--- config.mk ---
export PLATFORM = sky130hd
export DESIGN_NAME = timer_ctl
export DESIGN_NICKNAME = d
export VERILOG_FILES = /design/src/timer_sync.v /design/src/timer_channel.v /design/src/timer_ctl.v
export VERILOG_INCLUDE_DIRS = /design/src
export SDC_FILE = /design/constraint.sdc
export NUM_CORES = 1
export LEC_CHECK = 0
export BUFFER_PORTS_ARGS = -buffer_cell sky130_fd_sc_hd__buf_2
export CORE_ASPECT_RATIO = 0.7
export CORE_MARGIN = 2
export CORE_UTILIZATION = 45
export CTS_CLUSTER_SIZE = 25
export DETAILED_ROUTE_END_ITERATION = 10
export SLEW_MARGIN = 40
export SYNTH_ARGS = -nofsm -noshare
export SYNTH_HDL_FRONTEND = slang
export SYNTH_SLANG_ARGS = --single-unit
--- constraint.sdc ---
create_clock -name clk_i -period 3.85 [get_ports clk_i]
set_input_delay 0.77 -clock clk_i [delete_from_list [all_inputs] [get_ports clk_i]]
set_output_delay 0.77 -clock clk_i [all_outputs]
set_load 0.01 [all_outputs]
--- src/timer_ctl_defines.vh ---
// Constants for the two-channel 8-bit timer control block
`ifndef TIMER_CTL_DEFINES_VH
`define TIMER_CTL_DEFINES_VH
// Register indices on the plain register port (4-bit address)
`define ADDR_CONTROL0 4'h0
`define ADDR_CONTROL1 4'h1
`define ADDR_MATCH_A0 4'h2
`define ADDR_MATCH_B0 4'h3
`define ADDR_MATCH_A1 4'h4
`define ADDR_MATCH_B1 4'h5
`define ADDR_COUNT0 4'h6
`define ADDR_COUNT1 4'h7
`define ADDR_FLAGS0 4'h8
`define ADDR_FLAGS1 4'h9
`define ADDR_SRC_SEL 4'hA
`define ADDR_IRQ_STAT 4'hB
`define ADDR_IRQ_MASK 4'hC
// Control field positions
`define BIT_MATCH_B_IE 7
`define BIT_MATCH_A_IE 6
`define BIT_WRAP_IE 5
`define CLR_SEL_HI 4
`define CLR_SEL_LO 3
`define CKS_HI 2
`define CKS_LO 0
// Flag register positions
`define BIT_MATCH_B_FLAG 7
`define BIT_MATCH_A_FLAG 6
`define BIT_WRAP_FLAG 5
// Reset values
`define CONTROL_RST 8'h00
`define MATCH_RST 8'hFF
`define COUNT_RST 8'h00
`define FLAGS_RST 8'h10
`define SRC_SEL_RST 8'h00
// Clear-select codes
`define CLR_NONE 2'h0
`define CLR_MATCH_A 2'h1
`define CLR_MATCH_B 2'h2
`define CLR_EXT 2'h3
// Clock-select codes
`define CKS_STOP0 3'h0
`define CKS_INT_LO 3'h1
`define CKS_INT_MID 3'h2
`define CKS_INT_HI 3'h3
`define CKS_STOP1 3'h4
`define CKS_EXT_RISE 3'h5
`define CKS_EXT_FALL 3'h6
`define CKS_EXT_BOTH 3'h7
// Prescaler taps: bit n toggles with period 2^(n+1) system clocks
`define TAP_DIV2 0
`define TAP_DIV8 2
`define TAP_DIV32 4
`define TAP_DIV64 5
`define TAP_DIV128 6
`define TAP_DIV256 7
`define TAP_DIV1024 9
`define TAP_DIV2048 10
`define PRESCALE_W 11
`endif

--- src/timer_sync.v ---
// Two-flop synchroniser with edge detect for one external pin
`timescale 1ns/10ps
module timer_sync
(
  // Clock and reset
  input wire clk_i,
  input wire resetn_i,
  // Pin and results
  input wire pin_i,
  output wire rise_o,
  output wire fall_o
);
  reg meta_ff;
  reg sync_ff;
  reg prev_ff;

  // First flop feeds only the second; edges are taken after it
  always @(posedge clk_i or negedge resetn_i)
  begin
    if (!resetn_i)
    begin
      meta_ff <= 1'b0;
      sync_ff <= 1'b0;
      prev_ff <= 1'b0;
    end
    else
    begin
      meta_ff <= pin_i;
      sync_ff <= meta_ff;
      prev_ff <= sync_ff;
    end
  end

  assign rise_o = sync_ff & ~prev_ff;
  assign fall_o = ~sync_ff & prev_ff;
endmodule // timer_sync

--- src/timer_channel.v ---
// One 8-bit timer channel: clock pick, counter, compare and flags
`timescale 1ns/10ps
`include "timer_ctl_defines.vh"
module timer_channel
(
  // Clock and reset
  input wire clk_i,
  input wire resetn_i,
  input wire standby_i,
  // Settings
  input wire [7:0] control_i,
  input wire src_bit_i,
  input wire chan1_i,
  input wire [7:0] match_a_i,
  input wire [7:0] match_b_i,
  input wire [`PRESCALE_W-1:0] prescale_i,
  input wire [`PRESCALE_W-1:0] prescale_fall_i,
  // External pin edges
  input wire ck_rise_i,
  input wire ck_fall_i,
  input wire clr_rise_i,
  // Software access
  input wire count_we_i,
  input wire flags_we_i,
  input wire flags_rd_i,
  input wire [7:0] wdata_i,
  // State
  output reg [7:0] count_o,
  output wire [7:0] flags_o,
  output wire ev_a_o,
  output wire ev_b_o,
  output wire ev_wrap_o
);
  reg [2:0] flag_ff;
  reg [2:0] seen_ff;
  reg tick;
  wire [2:0] cks;
  wire [1:0] clr_sel;
  wire hit_a;
  wire hit_b;
  wire set_a;
  wire set_b;
  wire set_w;
  wire clr_ext;
  wire [2:0] clr_req;

  assign cks = control_i[`CKS_HI:`CKS_LO];
  assign clr_sel = {control_i[`CLR_SEL_HI], control_i[`CLR_SEL_LO]};

  // Count pulse from the chosen source; internal taps count on falling edge
  always @*
  begin
    tick = 1'b0;
    case (cks)
      `CKS_INT_LO: tick = src_bit_i ? prescale_fall_i[`TAP_DIV2] :
        prescale_fall_i[`TAP_DIV8];
      `CKS_INT_MID: tick = chan1_i ?
        (src_bit_i ? prescale_fall_i[`TAP_DIV128] : prescale_fall_i[`TAP_DIV64]) :
        (src_bit_i ? prescale_fall_i[`TAP_DIV32] : prescale_fall_i[`TAP_DIV64]);
      `CKS_INT_HI: tick = chan1_i ?
        (src_bit_i ? prescale_fall_i[`TAP_DIV2048] : prescale_fall_i[`TAP_DIV1024]) :
        (src_bit_i ? prescale_fall_i[`TAP_DIV256] : prescale_fall_i[`TAP_DIV1024]);
      `CKS_EXT_RISE: tick = ck_rise_i;
      `CKS_EXT_FALL: tick = ck_fall_i;
      `CKS_EXT_BOTH: tick = ck_rise_i | ck_fall_i;
      default: tick = 1'b0;
    endcase
  end

  // Match is flagged in the last cycle it holds, as the count steps on
  assign hit_a = (count_o == match_a_i);
  assign hit_b = (count_o == match_b_i);
  assign set_a = hit_a & tick;
  assign set_b = hit_b & tick;
  assign set_w = tick & (count_o == 8'hFF);
  assign clr_ext = (clr_sel == `CLR_EXT) & clr_rise_i;

  // Counter: clear beats increment, software write beats both
  always @(posedge clk_i or negedge resetn_i)
  begin
    if (!resetn_i)
      count_o <= `COUNT_RST;
    else if (standby_i)
      count_o <= `COUNT_RST;
    else if (count_we_i)
      count_o <= wdata_i;
    else if (clr_ext || (tick && ((clr_sel == `CLR_MATCH_A && hit_a) ||
             (clr_sel == `CLR_MATCH_B && hit_b))))
      count_o <= `COUNT_RST;
    else if (tick)
      count_o <= count_o + 8'h01;
  end

  // Clear needs a prior read of 1 then write 0; a new set always wins
  assign clr_req = flags_we_i ? (seen_ff & ~wdata_i[7:5]) : 3'h0;
  always @(posedge clk_i or negedge resetn_i)
  begin
    if (!resetn_i)
    begin
      flag_ff <= 3'h0;
      seen_ff <= 3'h0;
    end
    else if (standby_i)
    begin
      flag_ff <= 3'h0;
      seen_ff <= 3'h0;
    end
    else
    begin
      flag_ff <= (flag_ff & ~clr_req) | {set_b, set_a, set_w};
      if (flags_rd_i)
        seen_ff <= flag_ff;
      else if (flags_we_i)
        seen_ff <= 3'h0;
    end
  end

  assign flags_o = {flag_ff, 5'h10};
  assign ev_a_o = set_a;
  assign ev_b_o = set_b;
  assign ev_wrap_o = set_w;
endmodule // timer_channel

--- src/timer_ctl.v ---
// Two-channel 8-bit timer: control registers, clock choice and interrupts
//
// Notes on behaviour
// - Each channel has an 8-bit control register, readable and writable.
// - Control register clears to zero on reset and in standby.
// - Bit 7 enables the match B interrupt from match flag B.
// - Bit 6 enables the match A interrupt from match flag A.
// - Bit 5 enables the wrap interrupt from the wrap flag.
// - Clear select: none, match A, match B, external clear rising edge.
// - Clock codes 000 and 100 give no clock; timer stopped.
// - Six internal prescaled sources per channel, picked with source bits.
// - Internal sources count on the falling edge of the prescaled clock.
// - Channel 0 divisors: 8/2, 64/32, 1024/256 by source bit 0.
// - External clock counts rising (101), falling (110) or both (111).
// - 8-bit up-counter; wrap from FF to 00 sets wrap flag.
// - Counter compared with both constants; equality sets match flag.
// - Match asserted in last state of match, as counter steps.
//
// Design decisions made here: the strobed register port and the register offsets.
`timescale 1ns/10ps
`include "timer_ctl_defines.vh"
module timer_ctl
(
  // Clock, reset and standby
  input wire clk_i,
  input wire resetn_i,
  input wire standby_i,
  // Register port
  input wire [3:0] addr_i,
  input wire [7:0] wdata_i,
  input wire wr_i,
  input wire rd_i,
  output reg [7:0] rdata_o,
  // External pins per channel
  input wire [1:0] ext_count_clock_in_i,
  input wire [1:0] ext_counter_clear_in_i,
  // Per-channel interrupt requests
  output wire [1:0] match_a_irq_o,
  output wire [1:0] match_b_irq_o,
  output wire [1:0] wrap_irq_o,
  // Combined event interrupt
  output wire irq_o
);
  reg [7:0] control_ff [0:1];
  reg [7:0] match_a_ff [0:1];
  reg [7:0] match_b_ff [0:1];
  reg [7:0] src_sel_ff;
  reg [5:0] irq_stat_ff;
  reg [5:0] irq_mask_ff;
  reg [`PRESCALE_W-1:0] prescale_ff;
  reg [`PRESCALE_W-1:0] nxt_prescale;
  reg [7:0] nxt_rdata;
  wire [`PRESCALE_W-1:0] prescale_fall;
  wire [7:0] count [0:1];
  wire [7:0] flags [0:1];
  wire [5:0] events;
  wire [1:0] ck_rise;
  wire [1:0] ck_fall;
  wire [1:0] clr_rise;

  // Address decode used by writes and reads alike
  function hit;
    input [3:0] a;
    input [3:0] b;
    begin
      hit = (a == b);
    end
  endfunction

  // Free-running prescaler; a tap falls when its bit drops from 1 to 0
  always @*
  begin
    nxt_prescale = prescale_ff + 11'h001;
  end
  always @(posedge clk_i or negedge resetn_i)
  begin
    if (!resetn_i)
      prescale_ff <= {`PRESCALE_W{1'b0}};
    else if (standby_i)
      prescale_ff <= {`PRESCALE_W{1'b0}};
    else
      prescale_ff <= nxt_prescale;
  end
  assign prescale_fall = prescale_ff & ~nxt_prescale;

  // Per-channel registers, synchronisers and counter logic
  genvar ch;
  generate
    for (ch = 0; ch < 2; ch = ch + 1)
    begin : g_chan
      // Channel index as a sized constant; a genvar has no bits to select
      localparam [3:0] IDX = ch;
      localparam [3:0] IDX2 = ch * 2;
      wire sel_ctl;
      wire sel_a;
      wire sel_b;
      wire [5:0] ev;
      assign sel_ctl = hit(addr_i, `ADDR_CONTROL0 + IDX);
      assign sel_a = hit(addr_i, `ADDR_MATCH_A0 + IDX2);
      assign sel_b = hit(addr_i, `ADDR_MATCH_B0 + IDX2);

      // Control and constants; standby wipes them like reset
      always @(posedge clk_i or negedge resetn_i)
      begin
        if (!resetn_i)
        begin
          control_ff[ch] <= `CONTROL_RST;
          match_a_ff[ch] <= `MATCH_RST;
          match_b_ff[ch] <= `MATCH_RST;
        end
        else if (standby_i)
        begin
          control_ff[ch] <= `CONTROL_RST;
          match_a_ff[ch] <= `MATCH_RST;
          match_b_ff[ch] <= `MATCH_RST;
        end
        else if (wr_i)
        begin
          if (sel_ctl)
            control_ff[ch] <= wdata_i;
          if (sel_a)
            match_a_ff[ch] <= wdata_i;
          if (sel_b)
            match_b_ff[ch] <= wdata_i;
        end
      end

      timer_sync u_ck_sync
      (
        .clk_i(clk_i),
        .resetn_i(resetn_i),
        .pin_i(ext_count_clock_in_i[ch]),
        .rise_o(ck_rise[ch]),
        .fall_o(ck_fall[ch])
      );
      timer_sync u_clr_sync
      (
        .clk_i(clk_i),
        .resetn_i(resetn_i),
        .pin_i(ext_counter_clear_in_i[ch]),
        .rise_o(clr_rise[ch]),
        .fall_o()
      );

      timer_channel u_chan
      (
        .clk_i(clk_i),
        .resetn_i(resetn_i),
        .standby_i(standby_i),
        .control_i(control_ff[ch]),
        .src_bit_i(src_sel_ff[ch]),
        .chan1_i(ch == 1),
        .match_a_i(match_a_ff[ch]),
        .match_b_i(match_b_ff[ch]),
        .prescale_i(prescale_ff),
        .prescale_fall_i(prescale_fall),
        .ck_rise_i(ck_rise[ch]),
        .ck_fall_i(ck_fall[ch]),
        .clr_rise_i(clr_rise[ch]),
        .count_we_i(wr_i & hit(addr_i, `ADDR_COUNT0 + IDX)),
        .flags_we_i(wr_i & hit(addr_i, `ADDR_FLAGS0 + IDX)),
        .flags_rd_i(rd_i & hit(addr_i, `ADDR_FLAGS0 + IDX)),
        .wdata_i(wdata_i),
        .count_o(count[ch]),
        .flags_o(flags[ch]),
        .ev_a_o(ev[0]),
        .ev_b_o(ev[1]),
        .ev_wrap_o(ev[2])
      );
      assign events[3*ch+2:3*ch] = ev[2:0];

      // Requests follow flag and enable as levels
      assign match_b_irq_o[ch] = flags[ch][`BIT_MATCH_B_FLAG] &
        control_ff[ch][`BIT_MATCH_B_IE];
      assign match_a_irq_o[ch] = flags[ch][`BIT_MATCH_A_FLAG] &
        control_ff[ch][`BIT_MATCH_A_IE];
      assign wrap_irq_o[ch] = flags[ch][`BIT_WRAP_FLAG] &
        control_ff[ch][`BIT_WRAP_IE];
    end
  endgenerate

  // Source select, event status and mask; a new event beats read-clear
  always @(posedge clk_i or negedge resetn_i)
  begin
    if (!resetn_i)
    begin
      src_sel_ff <= `SRC_SEL_RST;
      irq_stat_ff <= 6'h00;
      irq_mask_ff <= 6'h00;
    end
    else
    begin
      if (wr_i && hit(addr_i, `ADDR_SRC_SEL))
        src_sel_ff <= wdata_i;
      if (wr_i && hit(addr_i, `ADDR_IRQ_MASK))
        irq_mask_ff <= wdata_i[5:0];
      if (rd_i && hit(addr_i, `ADDR_IRQ_STAT))
        irq_stat_ff <= events;
      else
        irq_stat_ff <= irq_stat_ff | events;
    end
  end
  assign irq_o = |(irq_stat_ff & irq_mask_ff);

  // Read mux; unmapped addresses read zero
  always @*
  begin
    nxt_rdata = 8'h00;
    case (addr_i)
      `ADDR_CONTROL0: nxt_rdata = control_ff[0];
      `ADDR_CONTROL1: nxt_rdata = control_ff[1];
      `ADDR_MATCH_A0: nxt_rdata = match_a_ff[0];
      `ADDR_MATCH_B0: nxt_rdata = match_b_ff[0];
      `ADDR_MATCH_A1: nxt_rdata = match_a_ff[1];
      `ADDR_MATCH_B1: nxt_rdata = match_b_ff[1];
      `ADDR_COUNT0: nxt_rdata = count[0];
      `ADDR_COUNT1: nxt_rdata = count[1];
      `ADDR_FLAGS0: nxt_rdata = flags[0];
      `ADDR_FLAGS1: nxt_rdata = flags[1];
      `ADDR_SRC_SEL: nxt_rdata = src_sel_ff;
      `ADDR_IRQ_STAT: nxt_rdata = {2'h0, irq_stat_ff};
      `ADDR_IRQ_MASK: nxt_rdata = {2'h0, irq_mask_ff};
      default: nxt_rdata = 8'h00;
    endcase
  end

  // Read data held one cycle after the strobe
  always @(posedge clk_i or negedge resetn_i)
  begin
    if (!resetn_i)
      rdata_o <= 8'h00;
    else if (rd_i)
      rdata_o <= nxt_rdata;
    else
      rdata_o <= 8'h00;
  end
endmodule // timer_ctl

# [Word-level counts from Yosys, hierarchy flattened]
# Cells that the tools add are included.
[totals] reg_bits=127 in_bits=21 out_inout_bits=15 elab_cells=195
[op_classes] add_sub_neg=3 eq_ne=36 muxes=48 n_bitwise=47 n_reduce_logical=32
[ops] op="2-to-1 mux 8 bit" n=27
[ops] op="case mux 8 bit (13 select lines)" n=1
[ops] op="equality test 8 bit" n=4
[ops] op="2-to-1 mux 3 bit" n=10
[ops] op="AND 1 bit" n=26
[ops] op="equality test 4 bit, second input constant" n=5
[ops] op="equality test 3 bit, second input constant" n=6
[ops] op="adder 8 x 1 -> 8 bit, second input constant" n=2
[ops] op="equality test 4 x 3 -> 1 bit, second input constant" n=4
[ops] op="equality test 8 bit, second input constant" n=2
[ops] op="nonzero test 2 bit" n=7
[ops] op="AND 3 bit" n=4
[ops] op="equality test 3 x 2 -> 1 bit, second input constant" n=4
[ops] op="case mux 1 bit (6 select lines)" n=2
[ops] op="AND reduction 2 bit" n=6
[ops] op="adder 11 x 1 -> 11 bit, second input constant" n=1
[ops] op="AND 11 bit" n=1
[ops] op="2-to-1 mux 11 bit" n=1
[ops] op="NOT 11 bit" n=1
[ops] op="logical AND 1 bit" n=9
[ops] op="NOT 3 bit" n=3
[ops] op="equality test 2 bit, second input constant" n=4
[ops] op="equality test 4 x 2 -> 1 bit, second input constant" n=2
[ops] op="nonzero test 4 bit" n=2
[ops] op="14 further kinds" n=32

# [Longest topological paths before layout]
[logic_depth] word_depth=10 ltp_mapped=12

# [Hierarchy]
# A second synthesis with hierarchy kept.
[hier_totals] hier_cells=752 hier_area_um2=7577.3
[modules_own_cells] mod="timer_ctl" n_inst=1 cells_per_inst=466 area_each_um2=4827.1 seq_area_each_um2=2217.1
[modules_own_cells] mod="timer_channel" n_inst=2 cells_per_inst=133 area_each_um2=1194.9 seq_area_each_um2=350.3
[modules_own_cells] mod="timer_sync" n_inst=4 cells_per_inst=5 area_each_um2=90.1 seq_area_each_um2=75.1

# [Worst setup path after synthesis]
# No wires, ideal clock.
[synth_timing] kind="reg-to-reg" from="register prescale_ff[0]" to="register g_chan[1].u_chan.count_o[0]" setup_time_ps=120 t_arrival_ps=2466 required_ps=3730 slack_ps=1264 stages_incl_launch_ff=12 period_less_slack_ps=2586 cell_sequence="dfrtp_1 > ha_1 > and3_1 > and3_1 > nor3b_1 > ha_1 > mux2_2 > nand4b_1 > and4_4 > a221oi_4 > mux2_1 > a31o_1"
[synth_between] elab_chain_cells=10 word_cells_on_any_way=13 classes_between="add/sub (1); mux (7); bitwise (2); reduce/logical (3)"
[synth_lines] element="start: declaration" line_no="timer_ctl.v:50" source="reg [`PRESCALE_W-1:0] prescale_ff;"
[synth_lines] element="start signal: assignment" line_no="timer_ctl.v:78" source="prescale_ff <= {`PRESCALE_W{1'b0}};"
[synth_lines] element="start signal: assignment" line_no="timer_ctl.v:80" source="prescale_ff <= {`PRESCALE_W{1'b0}};"
[synth_lines] element="start signal: assignment" line_no="timer_ctl.v:82" source="prescale_ff <= nxt_prescale;"
[synth_lines] element="adder 11 x 1 -> 11 bit" line_no="timer_ctl.v:73" source="nxt_prescale = prescale_ff + 11'h001;"
[synth_lines] element="NOT 11 bit" line_no="timer_ctl.v:84" source="assign prescale_fall = prescale_ff & ~nxt_prescale;"
[synth_lines] element="AND 11 bit (*)" line_no="timer_ctl.v:84"
[synth_lines] element="2-to-1 mux 1 bit (on tied branches)" line_no="timer_channel.v:61, timer_channel.v:55, timer_channel.v:58"
[synth_lines] element="case mux 1 bit (6 select lines) (*)" line_no="timer_channel.v:54" source="case (cks)"
[synth_lines] element="logical AND 1 bit" line_no="timer_channel.v:87" source="else if (clr_ext || (tick && ((clr_sel == `CLR_MATCH_A && hit_a) ||"
[synth_lines] element="logical OR 1 bit" line_no="timer_channel.v:87"
[synth_lines] element="2-to-1 mux 8 bit" line_no="timer_channel.v:87"
[synth_lines] element="2-to-1 mux 8 bit" line_no="timer_channel.v:85" source="else if (count_we_i)"
[synth_lines] element="2-to-1 mux 8 bit" line_no="timer_channel.v:83" source="else if (standby_i)"
[synth_lines] element="end signal: assignment" line_no="timer_channel.v:84" source="count_o <= `COUNT_RST;"
[synth_lines] element="end signal: assignment" line_no="timer_channel.v:86" source="count_o <= wdata_i;"
[synth_lines] element="end signal: assignment" line_no="timer_channel.v:89" source="count_o <= `COUNT_RST;"
[synth_lines] element="end: declaration" line_no="timer_channel.v:28" source="output reg [7:0] count_o,"
# Every way passes the cells marked *; elsewhere a longest branch is shown, timed or not.
# A chain may end at the register's enable or synchronous reset.

# [Worst setup path in the final report]
[layout_timing] from="register prescale_ff[0]" to="register g_chan[1].u_chan.count_o[2]"
# The elaborated chain is that of the path after synthesis.

==> results.md <==
* Status: finished clean
* Slew HR at 48.60%
* Fillers at 1439
* Final Hold Fails at 0
* Final setup fails at 0
* Crit Path Max Fanout at 8
* Flop and latch count out of synthesis at 127
* Die area at 0.01725 sq mm
* Final #Nets at 798
* Sequential area share after synthesis at 44.15%
* Hold buffers post-CTS at 0
* Async set or reset register ratio after synthesis at 100.0%
* Finished Core Util at 52.19%
* Top sig layer: met4
* Buffer and inverter count on the worst path at 0
* Most frequent cells in the layout: 95 x dfrtp_1, 91 x nand2_1, 66 x nor2_1
* Multi-input gate area at 0.003789 sq mm
* Max clock buf depth at 2
* Wirelength per Cell at 22.61 microns
* Fmax achieved at 0.3413 GHz
* WL met3 at 1482 microns
* RSZ-0062 raised after global routing: false
* Hold WC Path Type: input port to async pin
* Delay-heaviest family, CP: simple AND/OR/NAND/NOR gates
* Largest net degree at the start of global routing at 80
* Worst EP required at 4180 ps
* Yosys warns at 0
* Worst slew pin tran at 771.0 ps
* Drt total wl at 22090 microns
* Leak at 0.003592 uW
* Tot GR Track Use at 26.84%
* IO Pins at 36
* Netlist cell types at 71
* Postcts setup bufs at 0
* Seq. cell area at 0.003218 sq mm
* Cells taking the most area after synthesis: dfrtp_1 33%, dfstp_2 12%, nand2_1 4.7%
* Synth top area share at 32.61%
* Flop2flop setup slack at 920 ps
* Critical Path AT at 3260 ps
* VDD IR max at 0.2130 mV
* Power Density at 437.5 mW/mm^2
* Die span in y at 110.5 microns
* EDFF count, synth at 0
* Initial antenna violation count at 1
* Worst Reg-to-Reg Cells at 11
* Final Wtd Congestion at 0.9467
* Pre-CTS setup slack at 843.4 ps
* Area Growth Syn to Fin at 12.34%
* DR vias at 5989
* RR Startpoint: prescale_ff[0]$_DFF_PN0_
* DR vias/cell at 6.130
* Drc violations at 0
* First-pass GRT wire length at 34880 microns
* Crit. End Element: flip-flop
* Slowest cell on the critical path: nor3_4
* Syn avg cell area at 9.642 sq um
* Met1 wire length at 10940 microns
* Most used DFF post-synth: dfrtp_1
* FP Rows at 38
* Clock sink count at 127
* Min Tclk post-route at 2930 ps
* Remaining Overflow, GRT at 0
* Final Non-Filler Cells at 977
* Detail Route Antenna Nets at 0
* Die W at 156.1 microns
* H-tree depth at 4
* Most common cell after layout, fill and taps aside: dfrtp_1
* DP HPWL at 15720 microns
* Vias in the first global route at 5873
* CTS Buf Count at 17
* Reg2reg end: g_chan[1].u_chan.count_o[2]$_DFFE_PN0P_
* Clock Pin Slew Worst Setup and Hold Paths at 60 ps
* Drt pass-1 iters at 5
* Clock tree from TritonCTS: yes
* Slowest cell delay on critical path at 440 ps
* Post-synth design cell area at 0.007289 sq mm
* Worst setup path category: flip-flop to flip-flop
* Port Buffers at 35
* WHS at 348.3 ps
* PnR worst setup slack at 919.7 ps
* Clock Latency Late Sink at 430 ps
* CP Cell Sequence: ha_1 -> and3_1 -> and3_1 -> nor3b_1 -> ha_1 -> mux2_2 -> nand4b_1 -> nand4_2 -> nor3_4 -> a22oi_1 -> o32ai_1
* Core area at 0.01569 sq mm
* Setup_tns at 0 ps
* Post-CTS sizing at 0
* Startpoint types: flip-flop
* CTS Root Cell: clkbuf_16
* Inst Count DP at 944
* Final Max Tran Viols at 0
* Max-Cap Viols at 0
* Syn Inst Count at 756
* Routed wl met2 at 9236 microns
* Layout cells sized above 1 at 19.85%
* Initial Util at 46.46%
* Mapped Nets at 791
* Final clock skew at 6.331 ps
* Yosys top cell by area: dfrtp_1
* 1st-iter DRT viols at 460
* Fin crit share at 76.11%
flip-flops by register name, summed over array words and instances (netlist names):
name	count
control_ff	16
g_chan.u_chan.count_o	16
match_a_ff	16
match_b_ff	16
prescale_ff	11
rdata_o	8
src_sel_ff	8
g_chan.u_chan.flag_ff	6
g_chan.u_chan.seen_ff	6
irq_mask_ff	6
irq_stat_ff	6
g_chan.u_ck_sync.meta_ff	2
g_chan.u_ck_sync.prev_ff	2
g_chan.u_ck_sync.sync_ff	2
g_chan.u_clr_sync.meta_ff	2
g_chan.u_clr_sync.prev_ff	2
g_chan.u_clr_sync.sync_ff	2
how the worst max path moves through the flow:
stage,from,end,cells past startpoint
floorplan,prescale_ff[0]$_DFF_PN0_,g_chan[1].u_chan.count_o[0]$_DFFE_PN0P_,11
global placement,addr_i[2],g_chan[0].u_chan.count_o[5]$_DFFE_PN0P_,7
detailed placement,addr_i[2],g_chan[0].u_chan.count_o[5]$_DFFE_PN0P_,7
CTS,prescale_ff[0]$_DFF_PN0_,g_chan[1].u_chan.count_o[3]$_DFFE_PN0P_,11
global route,prescale_ff[0]$_DFF_PN0_,g_chan[0].u_chan.count_o[4]$_DFFE_PN0P_,11
finish,prescale_ff[0]$_DFF_PN0_,g_chan[1].u_chan.count_o[2]$_DFFE_PN0P_,11
metrics by stage:
stage / instance area [sq um] / total power, uW
floorplan: 7289 / 1701
global placement: 7537 / 1835
detailed placement: 7548 / 1843
CTS: 8187 / 3598
global route: 8187 / 3702
finish: 8189 / 3583
layout make-up:
class	count	share of cell area, %
Timing Repair Buffer	42	3.010
Antenna cell	1	0.03056
Multi-Input combinational cell	563	46.26
Sequential cell	127	39.30
Tap cell	200	3.056
Clock inverter	12	2.215
Inverter	12	0.5500
Clock buffer	20	5.577
cells in the mapped netlist (3+ instances only):
| cell | n |
|---|---|
| dfrtp_1 | 95 |
| or3_1 | 4 |
| a211o_1 | 10 |
| o2111a_1 | 3 |
| a32oi_1 | 4 |
| nand4_1 | 9 |
| nand2_1 | 91 |
| mux2_2 | 26 |
| buf_1 | 3 |
| a22o_1 | 5 |
| inv_1 | 12 |
| nor3_2 | 3 |
| ha_1 | 14 |
| a31oi_1 | 6 |
| and2b_2 | 3 |
| clkbuf_1 | 37 |
| a221oi_1 | 5 |
| xnor2_1 | 36 |
| dfstp_2 | 32 |
| a21oi_1 | 28 |
| and3_1 | 9 |
| o21ai_0 | 18 |
| nor2b_1 | 26 |
| nand2b_1 | 11 |
| and2_1 | 8 |
| mux2i_1 | 24 |
| nand3_1 | 30 |
| nor2_1 | 66 |
| a22oi_1 | 32 |
| buf_2 | 8 |
| nand3b_1 | 24 |
| nor4_1 | 3 |
| o221ai_1 | 4 |
| xor2_1 | 7 |
| o22ai_1 | 6 |
| nor3_1 | 10 |
| clkbuf_8 | 3 |
worst reg2reg max path: stages, from the launching register on:
cell	delay [ps]
dfrtp_1	430
ha_1	240
and3_1	210
and3_1	220
nor3b_1	150
ha_1	180
mux2_2	260
nand4b_1	140
nand4_2	260
nor3_4	440
a22oi_1	130
o32ai_1	150
layer usage:
layer	track usage [%]	vias up
li1	-	2714
met1	41.25	3007
met2	37.35	236
met3	5.730	32
met4	8.502	0
met5	0	-
kinds of logic after synthesis:
family / share of synthesized area, %
simple gates: 22.47
xor+xnor: 5.166
flops: 44.15
mux: 7.930
fa+ha+maj: 2.403
compound gates: 13.85
buf+inv: 4.034
report_power, final:
part	leakage, uW	switching, uW	internal, uW
registers	0.00160	75.8	1410
logic	0.00168	205	134
clock network	0.000311	634	1120
Note: power is estimated with default switching activity, not from simulation.
